$ cat config.mk
export PLATFORM = sky130hd
export DESIGN_NAME = aem_manager
export DESIGN_NICKNAME = d
export VERILOG_FILES = /design/src/rtl/aem_pkg.sv /design/src/rtl/aem_manager.sv /design/src/rtl/aem_slot.sv
export SDC_FILE = /design/constraint.sdc
export NUM_CORES = 1
export LEC_CHECK = 0
export ABC_AREA = 1
export BUFFER_PORTS_ARGS = -buffer_cell sky130_fd_sc_hd__buf_2
export CAP_MARGIN = 20
export CORE_UTILIZATION = 40
export CTS_CLUSTER_DIAMETER = 60
export DETAILED_ROUTE_END_ITERATION = 7
export MAX_ROUTING_LAYER = met4
export PLACE_DENSITY_LB_ADDON = 0.3
export SYNTH_ARGS = -nofsm -noshare
export SYNTH_HDL_FRONTEND = slang
export SYNTH_SLANG_ARGS = --single-unit
$ cat constraint.sdc
create_clock -name clk_i -period 16.2 [get_ports clk_i]
set_input_delay 1.62 -clock clk_i [delete_from_list [all_inputs] [get_ports clk_i]]
set_output_delay 1.62 -clock clk_i [all_outputs]
set_load 0.02 [all_outputs]
$ cat src/rtl/aem_pkg.sv
// Purpose: shared types and constants of the alert escalation manager
// Assumes: 125 MHz system clock, alert timing counted in whole seconds
// Notes: gyro fault characters map to panel codes through aem_gyro_xlate
package aem_pkg;

   // ***************************************
   // Timing
   // ***************************************
   localparam int unsigned CLK_HZ = 125_000_000;
   localparam int unsigned SEC_NS = 1_000_000_000;
   localparam int unsigned SEC_CYCLES = SEC_NS / (SEC_NS / CLK_HZ);
   localparam int unsigned HOLD_S = 3;
   localparam int unsigned HOLD_CYCLES = HOLD_S * SEC_CYCLES;
   localparam logic [5:0] ESC_S = 6'h3C;
   localparam logic [5:0] FWD_S = 6'h1E;
   localparam int unsigned SLOTS = 8;

   // ***************************************
   // Panel codes
   // ***************************************
   localparam logic [9:0] GYRO1_BASE = 10'h12C;
   localparam logic [9:0] GYRO2_BASE = 10'h1F4;
   localparam logic [9:0] GYRO_SPAN = 10'h015;

   // ***************************************
   // Types
   // ***************************************
   typedef enum logic [3:0] {
      ST_FREE = 4'h1,
      ST_WARN = 4'h2,
      ST_ALARM = 4'h4,
      ST_ACKED = 4'h8
   } aem_state_t;

   typedef struct packed {
      logic [9:0] code;
      logic cat_b;
      logic escal;
   } aem_alert_t;

   typedef struct packed {
      logic valid;
      logic raise;
      logic [7:0] char_code;
   } aem_gyro_t;

   typedef struct packed {
      logic valid;
      logic raise;
      aem_alert_t alert;
   } aem_fault_t;

   typedef struct packed {
      logic valid;
      logic [9:0] code;
   } aem_ack_t;

   typedef struct packed {
      logic used;
      logic acked;
      logic cause;
      logic [9:0] code;
   } aem_entry_t;

   typedef struct packed {
      logic ok;
      aem_alert_t alert;
   } aem_xlat_t;

   // Fault character to panel code; gyro faults never escalate
   function automatic aem_xlat_t aem_gyro_xlate(logic unit2, logic [7:0] ch);
      aem_xlat_t r;
      logic [9:0] off;
      r = '0;
      off = 10'h000;
      r.ok = 1'b1;
      case (ch)
         8'h31, 8'h32, 8'h33, 8'h34, 8'h35, 8'h36, 8'h37: off = {2'h0, ch - 8'h31};
         8'h39: off = 10'h007;
         8'h41: off = 10'h008;
         8'h62: off = 10'h009;
         8'h43, 8'h63: off = 10'h00A;
         8'h64: off = 10'h00B;
         8'h50: off = 10'h00C;
         8'h55: off = 10'h00D;
         8'h72: off = 10'h012;
         8'h47: off = 10'h013;
         8'h38: off = 10'h014;
         8'h4A: off = 10'h015;
         default: r.ok = 1'b0;
      endcase
      case (ch)
         8'h39, 8'h43, 8'h63, 8'h64, 8'h50, 8'h55, 8'h38: r.alert.cat_b = 1'b1;
         default: r.alert.cat_b = 1'b0;
      endcase
      r.alert.code = (unit2 ? GYRO2_BASE : GYRO1_BASE) + off;
      r.alert.escal = 1'b0;
      return r;
   endfunction

endpackage

$ cat src/rtl/aem_manager.sv
// Purpose: alert escalation manager for a dual heading-sensor panel
// Assumes: one alert event per source is held until serviced
// Notes: lower-priority pending events wait; a newer event overwrites
`timescale 1ns/1ps
module aem_manager #(
   parameter int unsigned N = aem_pkg::SLOTS,
   parameter int unsigned SEC_CYCLES = aem_pkg::SEC_CYCLES,
   parameter int unsigned HOLD_CYCLES = aem_pkg::HOLD_CYCLES
) (
   input wire logic clk_i,
   input wire logic rst_n_i,
   input aem_pkg::aem_gyro_t gyro1_i,
   input aem_pkg::aem_gyro_t gyro2_i,
   input aem_pkg::aem_fault_t fault_i,
   input wire logic ack_key_i,
   input aem_pkg::aem_ack_t ext_ack_i,
   output logic window_open_o,
   output logic [9:0] window_code_o,
   output logic blink_o,
   output logic [$clog2(N+1)-1:0] count_o,
   output logic count_blink_o,
   output logic buzzer_o,
   output logic fwd_valid_o,
   output logic [9:0] fwd_code_o,
   output aem_pkg::aem_entry_t [N-1:0] list_o
);

   localparam int CW = $clog2(N + 1);

   if (N < 2 || N > 64 || SEC_CYCLES < 2 || HOLD_CYCLES < 3) begin : g_chk
      $error("aem_manager: unsupported parameter values");
   end

   logic [1:0] rst_q;
   logic rst_n;
   aem_pkg::aem_gyro_t pend_g1, pend_g2;
   aem_pkg::aem_fault_t pend_f;
   logic [2:0] take;
   logic ev_valid, ev_raise;
   aem_pkg::aem_alert_t ev_alert;
   aem_pkg::aem_xlat_t x1, x2;
   logic [31:0] sec_cnt, hold_cnt, key_run;
   logic tick, phase, key_q, press, hold_done, panel_ack;
   aem_pkg::aem_alert_t info_v [N];
   aem_pkg::aem_state_t state_v [N];
   logic [N-1:0] used_v, unack_v, cause_v, sound_v, fwd_v, match_v, alloc_v;
   logic [N-1:0] ack_v, ext_hit_v, cat_b_v;
   logic [CW-1:0] n_unack, n_used;
   logic [9:0] first_code, fwd_code;

   // ***************************************
   // Reset release and second tick
   // ***************************************
   always_ff @(posedge clk_i or negedge rst_n_i) begin
      if (!rst_n_i) begin
         rst_q <= 2'h0;
      end else begin
         rst_q <= {rst_q[0], 1'b1};
      end
   end
   assign rst_n = rst_q[1];

   always_ff @(posedge clk_i or negedge rst_n) begin
      if (!rst_n) begin
         sec_cnt <= 32'h0;
         tick <= 1'b0;
         phase <= 1'b0;
      end else begin
         tick <= (sec_cnt == SEC_CYCLES - 1);
         sec_cnt <= (sec_cnt == SEC_CYCLES - 1) ? 32'h0 : sec_cnt + 32'h1;
         if (tick) begin
            phase <= !phase;
         end
      end
   end

   // ***************************************
   // Event intake
   // ***************************************
   assign take[0] = pend_g1.valid;
   assign take[1] = pend_g2.valid && !take[0];
   assign take[2] = pend_f.valid && !take[0] && !take[1];

   // New event wins over the clear of a serviced one
   always_ff @(posedge clk_i or negedge rst_n) begin
      if (!rst_n) begin
         pend_g1 <= '0;
         pend_g2 <= '0;
         pend_f <= '0;
      end else begin
         if (gyro1_i.valid) pend_g1 <= gyro1_i;
         else if (take[0]) pend_g1.valid <= 1'b0;
         if (gyro2_i.valid) pend_g2 <= gyro2_i;
         else if (take[1]) pend_g2.valid <= 1'b0;
         if (fault_i.valid) pend_f <= fault_i;
         else if (take[2]) pend_f.valid <= 1'b0;
      end
   end

   assign x1 = aem_pkg::aem_gyro_xlate(1'b0, pend_g1.char_code);
   assign x2 = aem_pkg::aem_gyro_xlate(1'b1, pend_g2.char_code);

   always_comb begin
      ev_valid = 1'b0;
      ev_raise = 1'b0;
      ev_alert = '0;
      if (take[0]) begin
         ev_valid = x1.ok;
         ev_raise = pend_g1.raise;
         ev_alert = x1.alert;
      end else if (take[1]) begin
         ev_valid = x2.ok;
         ev_raise = pend_g2.raise;
         ev_alert = x2.alert;
      end else if (take[2]) begin
         ev_valid = 1'b1;
         ev_raise = pend_f.raise;
         ev_alert = pend_f.alert;
      end
   end

   // ***************************************
   // Slot selection and acknowledge routing
   // ***************************************
   always_comb begin
      logic found;
      found = 1'b0;
      alloc_v = '0;
      for (int i = 0; i < N; i++) begin
         used_v[i] = state_v[i] != aem_pkg::ST_FREE;
         unack_v[i] = state_v[i] == aem_pkg::ST_WARN || state_v[i] == aem_pkg::ST_ALARM;
         cat_b_v[i] = info_v[i].cat_b;
         match_v[i] = ev_valid && used_v[i] && info_v[i].code == ev_alert.code;
         ext_hit_v[i] = ext_ack_i.valid && info_v[i].code == ext_ack_i.code;
      end
      for (int i = 0; i < N; i++) begin
         if (ev_valid && ev_raise && match_v == '0 && !used_v[i] && !found) begin
            alloc_v[i] = 1'b1;
            found = 1'b1;
         end
      end
   end

   assign press = ack_key_i && !key_q;
   // press for one, hold for several
   assign panel_ack = (press && n_unack == CW'(1)) || (hold_done && n_unack > CW'(1));
   // external acknowledge only for category B
   assign ack_v = unack_v & ({N{panel_ack}} | (ext_hit_v & cat_b_v));

   always_ff @(posedge clk_i or negedge rst_n) begin
      if (!rst_n) begin
         key_q <= 1'b0;
         hold_cnt <= 32'h0;
         hold_done <= 1'b0;
      end else begin
         key_q <= ack_key_i;
         hold_done <= ack_key_i && key_q && hold_cnt == HOLD_CYCLES - 2;
         if (!ack_key_i) hold_cnt <= 32'h0;
         else if (hold_cnt != HOLD_CYCLES - 1) hold_cnt <= hold_cnt + 32'h1;
      end
   end

   for (genvar i = 0; i < N; i++) begin : g_slot
      aem_slot u_slot (
         .clk_i(clk_i),
         .rst_n_i(rst_n),
         .tick_i(tick),
         .alloc_i(alloc_v[i]),
         .info_i(ev_alert),
         .ack_i(ack_v[i]),
         .cause_set_i(match_v[i] && ev_raise),
         .cause_clr_i(match_v[i] && !ev_raise),
         .info_o(info_v[i]),
         .state_o(state_v[i]),
         .cause_o(cause_v[i]),
         .sound_o(sound_v[i]),
         .fwd_o(fwd_v[i])
      );
   end

   // ***************************************
   // Panel outputs
   // ***************************************
   always_comb begin
      n_unack = '0;
      n_used = '0;
      first_code = 10'h000;
      fwd_code = 10'h000;
      for (int i = N - 1; i >= 0; i--) begin
         n_unack = n_unack + {{(CW-1){1'b0}}, unack_v[i]};
         n_used = n_used + {{(CW-1){1'b0}}, used_v[i]};
         if (unack_v[i]) first_code = info_v[i].code;
         if (fwd_v[i]) fwd_code = info_v[i].code;
      end
   end

   always_ff @(posedge clk_i or negedge rst_n) begin
      if (!rst_n) begin
         window_open_o <= 1'b0;
         window_code_o <= 10'h000;
         blink_o <= 1'b0;
         count_o <= '0;
         count_blink_o <= 1'b0;
         buzzer_o <= 1'b0;
      end else begin
         // window, count and buzzer follow entries
         window_open_o <= |unack_v;
         window_code_o <= first_code;
         count_o <= n_used;
         blink_o <= |unack_v && phase;
         count_blink_o <= |unack_v && phase;
         buzzer_o <= |sound_v;
      end
   end

   always_ff @(posedge clk_i or negedge rst_n) begin
      if (!rst_n) begin
         fwd_valid_o <= 1'b0;
         fwd_code_o <= 10'h000;
      end else begin
         fwd_valid_o <= |fwd_v;
         fwd_code_o <= fwd_code;
      end
   end

   always_ff @(posedge clk_i or negedge rst_n) begin
      if (!rst_n) begin
         list_o <= '0;
      end else begin
         for (int i = 0; i < N; i++) begin
            list_o[i] <= {used_v[i], state_v[i] == aem_pkg::ST_ACKED, cause_v[i],
               info_v[i].code};
         end
      end
   end

   always_ff @(posedge clk_i or negedge rst_n) begin
      if (!rst_n) begin
         key_run <= 32'h0;
      end else begin
         key_run <= ack_key_i ? key_run + 32'h1 : 32'h0;
      end
   end
endmodule // aem_manager

$ cat src/rtl/aem_slot.sv
// Purpose: one alert entry with its escalation timers
// Assumes: tick_i is a one-cycle pulse once per second
// Notes: entry stays after acknowledgement while its cause is present
`timescale 1ns/1ps
module aem_slot (
   input wire logic clk_i,
   input wire logic rst_n_i,
   input wire logic tick_i,
   input wire logic alloc_i,
   input aem_pkg::aem_alert_t info_i,
   input wire logic ack_i,
   input wire logic cause_set_i,
   input wire logic cause_clr_i,
   output aem_pkg::aem_alert_t info_o,
   output aem_pkg::aem_state_t state_o,
   output logic cause_o,
   output logic sound_o,
   output logic fwd_o
);

   logic [5:0] secs;
   logic rearm;

   assign rearm = (state_o == aem_pkg::ST_WARN) && !ack_i && tick_i
      && (secs == aem_pkg::ESC_S - 6'h01);

   // ***************************************
   // Entry state and seconds
   // ***************************************
   always_ff @(posedge clk_i or negedge rst_n_i) begin
      if (!rst_n_i) begin
         state_o <= aem_pkg::ST_FREE;
         secs <= 6'h00;
      end else begin
         case (state_o)
            aem_pkg::ST_FREE: begin
               secs <= 6'h00;
               if (alloc_i) begin
                  state_o <= aem_pkg::ST_WARN;
               end
            end
            aem_pkg::ST_WARN: begin
               if (ack_i) begin
                  state_o <= aem_pkg::ST_ACKED;
               end else if (rearm) begin
                  secs <= 6'h00;
                  if (info_o.escal) begin
                     state_o <= aem_pkg::ST_ALARM;
                  end
               end else if (tick_i) begin
                  secs <= secs + 6'h01;
               end
            end
            aem_pkg::ST_ALARM: begin
               if (ack_i) begin
                  state_o <= aem_pkg::ST_ACKED;
               end else if (tick_i && secs != aem_pkg::FWD_S) begin
                  secs <= secs + 6'h01;
               end
            end
            aem_pkg::ST_ACKED: begin
               if (!cause_o) begin
                  state_o <= aem_pkg::ST_FREE;
               end
            end
            default: state_o <= aem_pkg::ST_FREE;
         endcase
      end
   end

   always_ff @(posedge clk_i or negedge rst_n_i) begin
      if (!rst_n_i) begin
         info_o <= '0;
      end else if (alloc_i && state_o == aem_pkg::ST_FREE) begin
         info_o <= info_i;
      end
   end

   // Set wins over clear
   always_ff @(posedge clk_i or negedge rst_n_i) begin
      if (!rst_n_i) begin
         cause_o <= 1'b0;
      end else if (alloc_i || cause_set_i) begin
         cause_o <= 1'b1;
      end else if (cause_clr_i) begin
         cause_o <= 1'b0;
      end
   end

   // ***************************************
   // Buzzer request and forwarding
   // ***************************************
   always_ff @(posedge clk_i or negedge rst_n_i) begin
      if (!rst_n_i) begin
         sound_o <= 1'b0;
      end else if (state_o == aem_pkg::ST_FREE) begin
         sound_o <= alloc_i;
      end else if (ack_i) begin
         sound_o <= 1'b0;
      end else if (rearm && !info_o.escal) begin
         sound_o <= 1'b1;
      end
   end

   always_ff @(posedge clk_i or negedge rst_n_i) begin
      if (!rst_n_i) begin
         fwd_o <= 1'b0;
      end else begin
         fwd_o <= (state_o == aem_pkg::ST_ALARM) && !ack_i && tick_i
            && (secs == aem_pkg::FWD_S - 6'h01);
      end
   end
endmodule // aem_slot

==> out/qor.csv <==
metric,value,unit
worst setup margin,10040,ps
CP Capture Type,register,
CTS tree,yes,
Worst Tran Pin Value,1070,ps
Storage cell area,10900,sq um
gr usage total,0.279,
row count,87,
DP Wirelength,56.8,mm
mapped cell area,22800,sq um
RePlAce Congestion,1.04,
share of the synthesized area in the top cell type,0.470,
Post-CTS Setup Bufs,0,
"critical path fanouts, max",18,
initial antenna violation count,3,
Cell Pwr Density,155,nW/um^2
Synth async-reset ratio,1.00,
largest net degree at the start of global routing,170,
Skew-Pair Late Insertion Delay,610,ps
post-cts sizing count,0,
critical path class,reg -> reg,
setup TNS,0,ps
DR top layer,met4,
worst min path class,reg -> async,
"Primary FF master, synth",dfrtp_1,
Hold WS,347,ps
routed len/inst,20.6,um
max-slew violation count,0,
hold buffer count at CTS,0,
Clock Tree Buf Depth,3,
Synth Area in Adders,0.0323,
Final Power,4.07,mW
mux contribution to synthesized area,0.00176,
max_slew headroom,0.288,
routed length on met2,35.8,mm
Critical Path RT,16680,ps
Post-synth EDFFs,0,
nets,3076,
post-synthesis simple-gate area fraction,0.238,
outcome,finished clean,
drt total wl,77.8,mm
RSZ-0062 raised after global routing,no,
first-pass GRT wire length,118,mm
leakage power total,12.7,nW
clk slew on worst S/H paths,60,ps
Die W,241,um
Die Y,241,um
Ports,181,
fraction of the cycle the final worst path needs,0.380,
# fillers,5543,
Synth area leaders,"dfrtp_1 47%, nand2_1 9.9%, inv_1 5.8%",
CTS Buf Count,52,
max_cap viols,0,
Antenna Violating Nets Remaining,0,
Detail Route met3 WL,6.24,mm
Residual DRC,0,
biggest area consumer among synthesized cells,dfrtp_1,
Vias,20800,
clock sink total,436,
Setup WS pre-CTS,10110,ps
WL met1,32.9,mm
Syn Nets,2893,
#FFs+latches synth,436,
Post-Synthesis Cells,2791,
clk_skew,25.2,ps
post-synthesis compound-gate area fraction,0.142,
detailed router's first-iteration violation count,2163,
vias in the first global route,19800,
core box area,56400,sq um
area of the multi-input gates,10100,sq um
largest family of logic cells by synthesized area,simple AND/OR/NAND/NOR gates,
CP arrival,6640,ps
via/cell ratio,5.50,
htree depth,2,
DIE AREA,57900,sq um
I/O Buffers,180,
number of iterations in the first detailed-routing pass,7,
Synth Area in XOR/XNOR,0.0292,
Final Hold Viols,0,
Syn. warnings,0,
Startpoint Class,register,
final setup violation count,0,
GRT overflow,0,
Starting Density,0.404,
Post-Synthesis Mean Instance Area,8.17,sq um
Area Overhead vs Synth,15.1,%
fraction of layout cells with a size suffix above 1,0.129,
Synth cell types,63,
worst vdd ir,74.2,uV
fmax,162,MHz
Tmin final,6160,ps
clk root buf,clkbuf_16,
"Seq/Total Area, Yosys",0.479,
-- worst paths after layout --
check | from | endpoint | slack [ps] | cells past startpoint
setup / recovery | g_slot[3].u_slot.state_o[0] | g_slot[1].u_slot.secs[5] | 10040 | 24
hold / removal | rst_q[1] | pend_g1[0] | 350 | 0
max in group asynchronous | rst_q[1] | g_slot[1].u_slot.state_o[0] | 13930 | 3
min in group clk_i | rst_q[0] | rst_q[1] | 350 | 0
setup reg to reg | g_slot[3].u_slot.state_o[0] | g_slot[1].u_slot.secs[5] | 10040 | 24
hold reg to reg | rst_q[1] | pend_g1[0] | 350 | 0
-- cell usage after synthesis (5+ instances only) --
cell type,n
o221ai_1,19
nand3b_1,6
inv_2,15
inv_1,355
o2111ai_1,9
o211ai_1,43
nand2_1,602
xnor2_1,10
fa_1,8
a2111oi_0,8
o22ai_1,41
a211oi_1,7
a21oi_1,123
a221oi_1,9
nor2_4,6
buf_6,5
dfstp_2,8
clkinv_1,7
nor3b_1,6
nand3_2,7
nor2_1,251
buf_2,13
o21ai_2,12
nor3_1,72
nand4_1,47
nor4_1,32
or2_2,5
nand3_1,149
xor2_1,66
a31oi_1,6
dfrtp_1,428
clkbuf_1,47
o21ai_0,197
buf_4,5
ha_1,46
o21ai_1,57
nand2_2,12
-- cells by family (layout without fill, tap and decap cells) --
kind of cell / after synthesis / in the layout
muxes: 4 / 4
AOI/OAI and AO/OA: 548 / 548
other: 1 / 3
buffers and inverters: 451 / 677
DFF: 436 / 436
adders and majority gates: 54 / 54
and+or+nand+nor: 1221 / 1221
xor gates and xnor gates: 76 / 76
-- critical path, cell delays in order, from the launching register on --
cell and delay (ps):
dfstp_2 540, nor2_1 40, inv_1 60, nor3_1 70, nor2_1 110, buf_4 240
clkinv_1 310, fa_1 560, fa_1 530, fa_1 510, ha_1 240, fa_1 390
a21oi_1 160, a21oi_1 70, nand3_1 80, nor3_1 50, a21oi_1 740, o31ai_1 210
nand2_1 200, nand2_1 160, nor2_1 160, nand3_1 120, or2_2 290, xor2_1 130
nor2_1 50
-- placed cells by master, fill, tap and decap left out, types with 46 or more instances in the layout --
master     count
nor3_1        72
dfrtp_1      427
o21ai_1       57
a21oi_1      123
nand4_1       47
ha_1          46
nand2_1      602
clkbuf_16     53
o21ai_0      197
nor2_1       250
xor2_1        66
nand3_1      149
inv_1        355
buf_2        180
-- per-stage QoR --
step                 util  cells  area (sq um)
floorplan               -   2791         22800
global placement    0.434   3674         24500
detailed placement  0.434   3674         24500
CTS                 0.465   3771         26200
global route        0.465   3775         26200
finish              0.465   3775         26200
-- cell type report --
class                           instances  area share
Tap cell                              756      0.0361
Antenna cell                            2    0.000191
Clock buffer                           62      0.0541
Timing Repair Buffer                  200      0.0412
Multi-Input combinational cell       1904       0.385
Sequential cell                       436       0.416
Inverter                              380      0.0547
Clock inverter                         35      0.0121
-- where the power goes --
part	internal [mW]	switching, mW
clock network	0.682	0.491
registers	1.35	0.313
logic	0.390	0.839
total	2.43	1.64
-- sequential cells by signal, summed over array words and instances (netlist names), 2 cells and up --
name,count
pend_g1,10
g_slot.u_slot.sound_o,8
g_slot.u_slot.cause_o,8
g_slot.u_slot.state_o,32
fwd_code_o,10
count_o,4
g_slot.u_slot.info_o,96
sec_cnt,32
g_slot.u_slot.secs,48
window_code_o,10
pend_g2,10
g_slot.u_slot.fwd_o,8
pend_f,14
rst_q,2
list_o,104
hold_cnt,32
-- metal layers --
| metal | vias to the layer above | track usage |
|---|---|---|
| li1 | 9644 | - |
| met1 | 10000 | 0.368 |
| met2 | 897 | 0.430 |
| met3 | 169 | 0.0461 |
| met4 | 0 | 0.105 |
| met5 | - | - |
Power figures use the tool's default switching activity.
